$ cat src/hw/pcs_pkg.sv
/*
  constants for the configuration status and revision registers.
  assumes a single clock domain and a byte-addressed config space.
*/
package pcs_pkg;
  // ***********************************************************
  // offsets
  // ***********************************************************
  localparam logic [7:0] PCS_OFS_STATUS   = 8'h06;  // status, two bytes
  localparam logic [7:0] PCS_OFS_REVISION = 8'h08;  // revision, one byte
  // ***********************************************************
  // status field positions
  // ***********************************************************
  localparam int PCS_BIT_PAR_DET = 15;  // detected parity error
  localparam int PCS_BIT_SYS_ERR = 14;  // signaled system error
  localparam int PCS_BIT_MST_ABT = 13;  // received master abort
  localparam int PCS_BIT_RX_TABT = 12;  // received target abort
  localparam int PCS_BIT_TX_TABT = 11;  // signaled target abort
  localparam int PCS_BIT_TMH     = 10;  // select timing high bit
  localparam int PCS_BIT_TML     = 9;   // select timing low bit
  localparam int PCS_BIT_MST_PAR = 8;   // master data parity error
  localparam int PCS_BIT_FBB     = 7;   // fast back to back capable
  localparam int PCS_BIT_HFC     = 5;   // high freq capable
  localparam int PCS_BIT_CAP     = 4;   // capabilities list present
  localparam int PCS_NUM_EVT     = 6;   // sticky event flags
  // ***********************************************************
  // fixed values
  // ***********************************************************
  localparam logic [1:0] PCS_TIMING_FAST   = 2'h0;
  localparam logic [1:0] PCS_TIMING_MEDIUM = 2'h1;
  localparam logic [1:0] PCS_TIMING_SLOW   = 2'h2;
  localparam logic [1:0] PCS_SELECT_TIMING = PCS_TIMING_MEDIUM;
  localparam logic       PCS_FBB_CAPABLE   = 1'h0;
  localparam logic       PCS_HFC_CAPABLE   = 1'h0;
  localparam logic       PCS_CAP_PRESENT   = 1'h1;
  // arbitrary revision value, not tied to any part
  localparam logic [7:0] PCS_REVISION_ID   = 8'h01;
  localparam logic [7:0] PCS_BYTE_ZERO     = 8'h00;
endpackage : pcs_pkg

$ cat src/hw/pcs_sticky.sv
/*
  one sticky event flag with set-over-clear.
  assumes synchronous inputs and an active-low async reset.
*/
module pcs_sticky
  import pcs_pkg::*;
(
  input  wire logic SYS_CLK,  // config clock
  input  wire logic NRST,     // async reset, low
  input  wire logic set_i,    // event pulse
  input  wire logic clr_i,    // clear pulse
  output logic      flag_o    // sticky flag
);
  logic flag_d;  // next value
  logic flag_q;  // stored flag

  // set wins so an event in the clear cycle is kept
  always_comb begin
    flag_d = flag_q;
    if (clr_i) begin
      flag_d = 1'b0;
    end
    if (set_i) begin
      flag_d = 1'b1;
    end
  end

  // register only
  always_ff @(posedge SYS_CLK or negedge NRST) begin
    if (!NRST) begin
      flag_q <= 1'b0;
    end else begin
      flag_q <= flag_d;
    end
  end

  assign flag_o = flag_q;
endmodule : pcs_sticky

$ cat src/hw/pcs_status_regs.sv
/*
  status and revision registers of the configuration header.
  assumes config decode is outside: a read strobe with a byte
  offset returns data next cycle; writes arrive but change nothing
  except clear strobes, which the surrounding logic may raise.
*/
module pcs_status_regs
  import pcs_pkg::*;
(
  input  wire logic        SYS_CLK,         // config clock
  input  wire logic        NRST,            // async reset, low
  input  wire logic        PARITY_ERR,      // any parity error seen
  input  wire logic        SERR_DRIVEN,     // this device drives serr
  input  wire logic        MASTER_ABORT,    // own txn master-aborted
  input  wire logic        SPECIAL_CYCLE,   // current txn is special
  input  wire logic        TARGET_ABORT_RX, // own txn target-aborted
  input  wire logic        TARGET_ABORT_TX, // we ended with abort
  input  wire logic        PERR_DRIVEN_RD,  // we drove perr on a read
  input  wire logic        PERR_SEEN_WR,    // perr seen on a write
  input  wire logic        IS_MASTER,       // we mastered this op
  input  wire logic        PARITY_ERROR_RESPONSE, // command bit 6
  input  wire logic [5:0]  CLEAR_FLAGS,     // clear pulses, [5] bit 15
  input  wire logic        CFG_RD,          // config read strobe
  input  wire logic        CFG_WR,          // config write, ignored
  input  wire logic [7:0]  CFG_OFS,         // byte offset
  input  wire logic [31:0] CFG_WDATA,       // write data, ignored
  output logic [15:0]      STATUS,          // live status word
  output logic [31:0]      CFG_RDATA,       // read data
  output logic             CFG_RVALID       // read data valid
);
  // ***********************************************************
  // event flags
  // ***********************************************************
  // one sticky flag per event; index 5 is parity detect, index 0
  // master data parity, the same order as the clear pulses
  logic [PCS_NUM_EVT-1:0] evt_set;  // set pulses, one per flag
  logic [PCS_NUM_EVT-1:0] evt_q;    // sticky flags

  // qualify events; the response enable gates only the master
  // data parity flag, so a disabled response still records the
  // detected error
  always_comb begin
    evt_set[5] = PARITY_ERR;
    evt_set[4] = SERR_DRIVEN;
    evt_set[3] = MASTER_ABORT && !SPECIAL_CYCLE;
    evt_set[2] = TARGET_ABORT_RX && IS_MASTER;
    evt_set[1] = TARGET_ABORT_TX;
    evt_set[0] = (PERR_DRIVEN_RD || PERR_SEEN_WR) && IS_MASTER
                 && PARITY_ERROR_RESPONSE;
  end

  // one flag cell per event; set beats clear inside the cell
  genvar gi;
  generate
    for (gi = 0; gi < PCS_NUM_EVT; gi++) begin : g_evt
      pcs_sticky u_flag (
        .SYS_CLK (SYS_CLK),
        .NRST    (NRST),
        .set_i   (evt_set[gi]),
        .clr_i   (CLEAR_FLAGS[gi]),
        .flag_o  (evt_q[gi])
      );
    end
  endgenerate

  // ***********************************************************
  // status word and read port
  // ***********************************************************
  logic [15:0] stat_w;       // assembled status
  logic [15:0] status_d, status_q;
  logic [31:0] rdata_d, rdata_q;
  logic        rvalid_d, rvalid_q;
  // word held in reset: flags clear, fixed bits already shown, so
  // no one ever sees the reserved timing code
  localparam logic [15:0] stat_reset = {5'h00, PCS_SELECT_TIMING, 1'h0,
    PCS_FBB_CAPABLE, 1'h0, PCS_HFC_CAPABLE, PCS_CAP_PRESENT, 4'h0};

  // assemble; reserved bits zero, writes never reach here
  always_comb begin
    stat_w = 16'h0000;
    stat_w[PCS_BIT_PAR_DET] = evt_q[5];
    stat_w[PCS_BIT_SYS_ERR] = evt_q[4];
    stat_w[PCS_BIT_MST_ABT] = evt_q[3];
    stat_w[PCS_BIT_RX_TABT] = evt_q[2];
    stat_w[PCS_BIT_TX_TABT] = evt_q[1];
    stat_w[PCS_BIT_TMH:PCS_BIT_TML] = PCS_SELECT_TIMING;
    stat_w[PCS_BIT_MST_PAR] = evt_q[0];
    stat_w[PCS_BIT_FBB]  = PCS_FBB_CAPABLE;
    stat_w[PCS_BIT_HFC]  = PCS_HFC_CAPABLE;
    stat_w[PCS_BIT_CAP]  = PCS_CAP_PRESENT;
    status_d = stat_w;
    rvalid_d = CFG_RD;
    rdata_d  = 32'h0000_0000;
    // dword at 04h holds status in upper half, 08h revision low byte
    if (CFG_RD) begin
      if (CFG_OFS[7:2] == PCS_OFS_STATUS[7:2]) begin
        rdata_d = {stat_w, 16'h0000};
      end else if (CFG_OFS[7:2] == PCS_OFS_REVISION[7:2]) begin
        rdata_d = {24'h00_0000, PCS_REVISION_ID};
      end
    end
  end

  // register outputs
  always_ff @(posedge SYS_CLK or negedge NRST) begin
    if (!NRST) begin
      status_q <= stat_reset;  // fixed bits show during reset too
      rdata_q  <= 32'h0000_0000;
      rvalid_q <= 1'b0;
    end else begin
      status_q <= status_d;
      rdata_q  <= rdata_d;
      rvalid_q <= rvalid_d;
    end
  end

  assign STATUS     = status_q;
  assign CFG_RDATA  = rdata_q;
  assign CFG_RVALID = rvalid_q;

  // ***********************************************************
  // checks
  // ***********************************************************
  // an event sampled at one edge is in the flag cell at that edge
  // and in the status word one edge later, hence the extra ##1

  // a detected parity error is recorded whatever the enable says
  a_parity_set: assert property (
    @(posedge SYS_CLK) disable iff (!NRST)
    PARITY_ERR |=> ##1 STATUS[PCS_BIT_PAR_DET])
    else $error("parity detect flag not set");

  // a clear with no new error drops the flag
  a_parity_clear: assert property (
    @(posedge SYS_CLK) disable iff (!NRST)
    (CLEAR_FLAGS[5] && !PARITY_ERR) |=> ##1 !STATUS[PCS_BIT_PAR_DET])
    else $error("parity detect flag not cleared");

  // driving the system error line is recorded
  a_syserr_set: assert property (
    @(posedge SYS_CLK) disable iff (!NRST)
    SERR_DRIVEN |=> ##1 STATUS[PCS_BIT_SYS_ERR])
    else $error("system error flag not set");

  // own master abort is recorded unless it was a special cycle
  a_mabort_set: assert property (
    @(posedge SYS_CLK) disable iff (!NRST)
    (MASTER_ABORT && !SPECIAL_CYCLE) |=> ##1 STATUS[PCS_BIT_MST_ABT])
    else $error("master abort flag not set");

  // the flag only rises for a master abort outside special cycles
  a_mabort_gate: assert property (
    @(posedge SYS_CLK) disable iff (!NRST)
    $rose(STATUS[PCS_BIT_MST_ABT]) |->
      $past(MASTER_ABORT, 2) && !$past(SPECIAL_CYCLE, 2))
    else $error("master abort flag set without cause");

  // a target abort on our own mastered transfer is recorded
  a_rx_tabort_set: assert property (
    @(posedge SYS_CLK) disable iff (!NRST)
    (TARGET_ABORT_RX && IS_MASTER) |=> ##1 STATUS[PCS_BIT_RX_TABT])
    else $error("received target abort flag not set");

  // never raised for a transfer that we did not master
  a_rx_tabort_gate: assert property (
    @(posedge SYS_CLK) disable iff (!NRST)
    $rose(STATUS[PCS_BIT_RX_TABT]) |->
      $past(TARGET_ABORT_RX, 2) && $past(IS_MASTER, 2))
    else $error("received target abort flag set without cause");

  // ending a transfer with target abort as target is recorded
  a_tx_tabort_set: assert property (
    @(posedge SYS_CLK) disable iff (!NRST)
    TARGET_ABORT_TX |=> ##1 STATUS[PCS_BIT_TX_TABT])
    else $error("signalled target abort flag not set");

  // master data parity is recorded when all three conditions hold
  a_mst_par_set: assert property (
    @(posedge SYS_CLK) disable iff (!NRST)
    ((PERR_DRIVEN_RD || PERR_SEEN_WR) && IS_MASTER &&
      PARITY_ERROR_RESPONSE) |=> ##1 STATUS[PCS_BIT_MST_PAR])
    else $error("master data parity flag not set");

  // and it never rises when any one of them was missing
  a_mst_par_gate: assert property (
    @(posedge SYS_CLK) disable iff (!NRST)
    $rose(STATUS[PCS_BIT_MST_PAR]) |->
      ($past(PERR_DRIVEN_RD, 2) || $past(PERR_SEEN_WR, 2)) &&
      $past(IS_MASTER, 2) && $past(PARITY_ERROR_RESPONSE, 2))
    else $error("master data parity flag set without cause");

  // the timing code is never the reserved value
  a_timing_legal: assert property (
    @(posedge SYS_CLK) disable iff (!NRST)
    STATUS[PCS_BIT_TMH:PCS_BIT_TML] != 2'h3)
    else $error("timing code is the reserved value");

  // a read answer that follows an idle cycle sees the medium timing code
  a_timing_fix: assert property (
    @(posedge SYS_CLK) disable iff (!NRST)
    $rose(CFG_RVALID) |->
      STATUS[PCS_BIT_TMH:PCS_BIT_TML] == PCS_TIMING_MEDIUM)
    else $error("timing code wrong");

  // no fast back-to-back, no high frequency, list present
  a_cap_bits: assert property (
    @(posedge SYS_CLK) disable iff (!NRST)
    !STATUS[PCS_BIT_FBB] && !STATUS[PCS_BIT_HFC] && STATUS[PCS_BIT_CAP])
    else $error("capability bits wrong");

  // low byte seen by a read holds only the list bit
  a_fixed_bits: assert property (
    @(posedge SYS_CLK) disable iff (!NRST)
    CFG_RVALID |-> STATUS[7:0] == 8'h10)
    else $error("low status byte wrong");

  // reserved bits stay zero at every edge
  a_reserved_zero: assert property (
    @(posedge SYS_CLK) disable iff (!NRST)
    !STATUS[6] && STATUS[3:0] == 4'h0)
    else $error("reserved status bits set");

  // a status read returns the live word in the upper half
  a_status_read: assert property (
    @(posedge SYS_CLK) disable iff (!NRST)
    (CFG_RD && CFG_OFS[7:2] == PCS_OFS_STATUS[7:2]) |=>
      CFG_RDATA == {STATUS, 16'h0000})
    else $error("status read data wrong");

  // a revision read returns the fixed byte in the low lane
  a_rev_read: assert property (
    @(posedge SYS_CLK) disable iff (!NRST)
    (CFG_RD && CFG_OFS[7:2] == PCS_OFS_REVISION[7:2]) |=>
      CFG_RDATA == {24'h00_0000, PCS_REVISION_ID})
    else $error("revision read data wrong");

  // every read strobe is answered on the next edge
  a_read_valid: assert property (
    @(posedge SYS_CLK) disable iff (!NRST)
    CFG_RD |=> CFG_RVALID)
    else $error("read not answered");

  // a write never raises the parity detect flag when no parity error raised it
  a_wr_ignored: assert property (
    @(posedge SYS_CLK) disable iff (!NRST)
    (CFG_WR && !STATUS[PCS_BIT_PAR_DET] && !$past(PARITY_ERR)) |=>
      !STATUS[PCS_BIT_PAR_DET])
    else $error("write changed status");
endmodule : pcs_status_regs

$ cat config.mk
export PLATFORM = sky130hd
export DESIGN_NAME = pcs_status_regs
export DESIGN_NICKNAME = d
export VERILOG_FILES = /design/src/hw/pcs_pkg.sv /design/src/hw/pcs_sticky.sv /design/src/hw/pcs_status_regs.sv
export SDC_FILE = /design/constraint.sdc
export NUM_CORES = 1
export LEC_CHECK = 0
export BUFFER_PORTS_ARGS = -buffer_cell sky130_fd_sc_hd__buf_4
export CORE_MARGIN = 4
export CORE_UTILIZATION = 33
export CTS_CLUSTER_SIZE = 20
export DETAILED_ROUTE_END_ITERATION = 10
export GPL_TIMING_DRIVEN = 0
export HOLD_SLACK_MARGIN = 0.02
export PLACE_DENSITY_LB_ADDON = 0.12
export SLEW_MARGIN = 30
export SYNTH_ARGS = -nofsm -noshare
export SYNTH_HDL_FRONTEND = slang
export SYNTH_SLANG_ARGS = --single-unit
export TNS_END_PERCENT = 50
$ cat constraint.sdc
create_clock -name SYS_CLK -period 0.85 [get_ports SYS_CLK]
set_input_delay 0.17 -clock SYS_CLK [delete_from_list [all_inputs] [get_ports SYS_CLK]]
set_output_delay 0.17 -clock SYS_CLK [all_outputs]
set_load 0.01 [all_outputs]
==> results.json <==
{
  "drv_cap": 0,
  "drc": 0,
  "path_class": "flip-flop to output port",
  "cts_max_path_buffers": 2,
  "grt-ovfl-total": 0,
  "vias_per_cell": 3.637,
  "grt_antenna_before_repair": 0,
  "path_max_fanout": 2,
  "violations": "negative setup slack",
  "syn2layout_area_growth_pct": 57.05,
  "cts_buffers": 3,
  "ir_worst_vdd_mv": 0.8134,
  "globalplace.congestion": 0.6686,
  "synth_simple_gate_area_share_pct": 11.00,
  "synthesis.area_um2": 967.2,
  "vias": 691,
  "setup_viol": 16,
  "crit_start": "CFG_RDATA[25]",
  "core_mm2": 0.002781,
  "synth-compound-area-share_pct": 4.787,
  "cts_tree": "done",
  "ys_warn_count": 0,
  "synth_top_family_by_area": "buffers and inverters",
  "insertion_delay_ns": 0.29,
  "cpPeakStageDelay_ns": 0.41,
  "dieHeight_um": 62.14,
  "row_count": 19,
  "wl_mm": 1.874,
  "slew_viol_final": 0,
  "postCtsSetupBuffers": 0,
  "ys_ff_latch": 21,
  "grt_max_degree": 22,
  "final_cell_area_mm2": 0.001519,
  "start_util_pct": 34.77,
  "cts_sinks": 21,
  "min_period_ns": 1.098,
  "timing.rr.end": "CFG_RDATA[27]",
  "grt_setup_unrepaired": "true",
  "place_worst_setup_slack_ns": -0.1846,
  "cellLeakagePower_nw": 0.8832,
  "reg2reg_depth": 1,
  "grt_pass1_wl_mm": 3.056,
  "fmaxAchievable_mhz": 910.4,
  "cts_root_buf": "clkbuf_4",
  "synthCells": 83,
  "min_path_type": "input port to flip-flop",
  "synth_mux_area_share_pct": 0,
  "critPathMostFrequentCell": "buf_6",
  "ys_types": 15,
  "die_w_um": 62.14,
  "nFillCells": 247,
  "synthXorXnorAreaFrac_pct": 0,
  "critPathLaunchType": "flip-flop",
  "slowest_stage": "dfrtp_1",
  "path_buf_inv": 2,
  "path_clk_slew_ns": 0.11,
  "hold_violations": 0,
  "cp_top_family": "flip-flops",
  "grt_pass1_vias": 688,
  "endpoint": "CFG_RDATA[25]",
  "seq_area_frac_synth_pct": 54.33,
  "placed_area_mm2": 0.001423,
  "port_buffers": 40,
  "nNetsFinal": 220,
  "finalCritPeriodShare_pct": 129.2,
  "htreeDepth": 1,
  "diodes": 0,
  "reg2reg_from": "g_evt[1].u_flag.flag_o",
  "regToRegSetupSlack_ns": 0.16,
  "synthAdderAreaFrac_pct": 0,
  "boundaryPins": 109,
  "ant_nets": 0,
  "place_hpwl_mm": 1.538,
  "crit_cells": 2,
  "grt_use_total_pct": 9.644,
  "cp_cell_sequence": "buf_6, buf_6",
  "wl_per_cell_um": 9.863,
  "fin_skew_ns": 0.0003702,
  "critical_path.endpoint_type": "output port",
  "outcome": "finished, violations left",
  "required_ns": 0.68,
  "cp.arrival_ns": 0.93,
  "powerDensity_mw_per_mm2": 1280,
  "dieArea_mm2": 0.003861,
  "drt_iter0_markers": 2,
  "drt_first_pass_iters": 4,
  "drive_gt1_share_pct": 49.69,
  "syn_avg_cell_area_um2": 11.65,
  "setup_ws_ns": -0.2484
}
## where the power goes
part / internal (mW) / switching (mW)
Clock: 0.183 / 0.275
Sequential: 1.05 / 0.0273
Combinational: 0.240 / 0.172
## cell usage after synthesis, drive strengths merged
master / count / area share [%]
buf: 34 / 26
dfrtp: 21 / 54
o211ai: 1 / 0.78
nor4b: 2 / 3.4
a21o: 3 / 2.3
and3: 2 / 1.4
nand2: 1 / 0.39
o21ai: 2 / 1.0
and4: 6 / 5.4
inv: 7 / 2.7
conb: 2 / 0.78
o22ai: 1 / 0.65
nor2: 1 / 0.39
## cells in the final DEF (no fill, tap or decap), drive strengths merged
master,Yosys,layout
clkbuf,0,4
o21ai,2,2
o22ai,1,1
and3,2,2
nor2,1,1
conb,2,33
nor4b,2,2
nand2,1,1
o211ai,1,1
dfrtp,21,21
a21o,3,3
and4,6,6
buf,34,74
inv,7,7
dlygate4sd3,0,1
## worst min-delay path by stage
stage,cells after the start,endpoint,start,slack (ns)
final,1,CFG_RVALID,CFG_RD,0.03
after global routing,2,g_evt[0].u_flag.flag_o,CLEAR_FLAGS[0],0.02
after CTS,1,CFG_RVALID,CFG_RD,0.03
after detailed placement,1,CFG_RDATA[25],NRST,0.07
after global placement,1,STATUS[14],NRST,0.06
after floorplan,0,CFG_RDATA[0],NRST,-0.13
## final cells by class
class / instances / area, um2 / area share, %
sequential: 21 / 525.5 / 34.60
tap: 31 / 38.79 / 2.554
multi-input combinational: 52 / 276.5 / 18.20
timing repair buffer: 41 / 366.6 / 24.14
buffer: 34 / 259.0 / 17.05
clock buffer: 4 / 26.28 / 1.730
inverter: 7 / 26.28 / 1.730
## routing by layer
metal  GRT usage (%)  vias to the layer above  part of all wire, %
met1           11.19                      281                   41
met3           2.342                        0                   14
li1                -                      358                    -
met4           6.504                        0                    0
met5               0                        -                    0
met2           15.54                       52                   45
## cells by family (layout without fill, tap and decap cells)
group | count (synthesis) | after routing
AO/OA/AOI/OAI | 7 | 7
buffers and inverters | 41 | 86
flip-flops | 21 | 21
other | 2 | 33
AND/OR/NAND/NOR | 12 | 12
## registers in the layout (all words and copies together) (netlist names)
register and count:
CFG_RDATA 8, STATUS 6, CFG_RVALID 1, g_evt.u_flag.flag_o 6
## per-stage QoR
step,cells,setup TNS [ns],utilization (%),hold slack (ns),power (mW)
2_1_floorplan,114,0,-,-0.1256,1.310
3_3_place_gp,185,-1.229,51.15,0.06236,1.475
3_5_place_dp,185,-1.239,51.15,0.06693,1.479
4_1_cts,190,-2.350,54.61,0.02705,1.966
5_1_grt,190,-2.766,54.61,0.02073,2.051
6_report,190,-2.100,54.61,0.03064,1.944
## repair_timing
item | 4_1_cts | 5_1_grt
gates resized for setup | 16 | 0
hold buffers | 1 | 0
endpoints found under the hold margin | 21 | 0
gates cloned | 0 | 0
pin swaps | 0 | 0
setup endpoints to repair | 16 | 16
(Power assumes the default switching activity.)
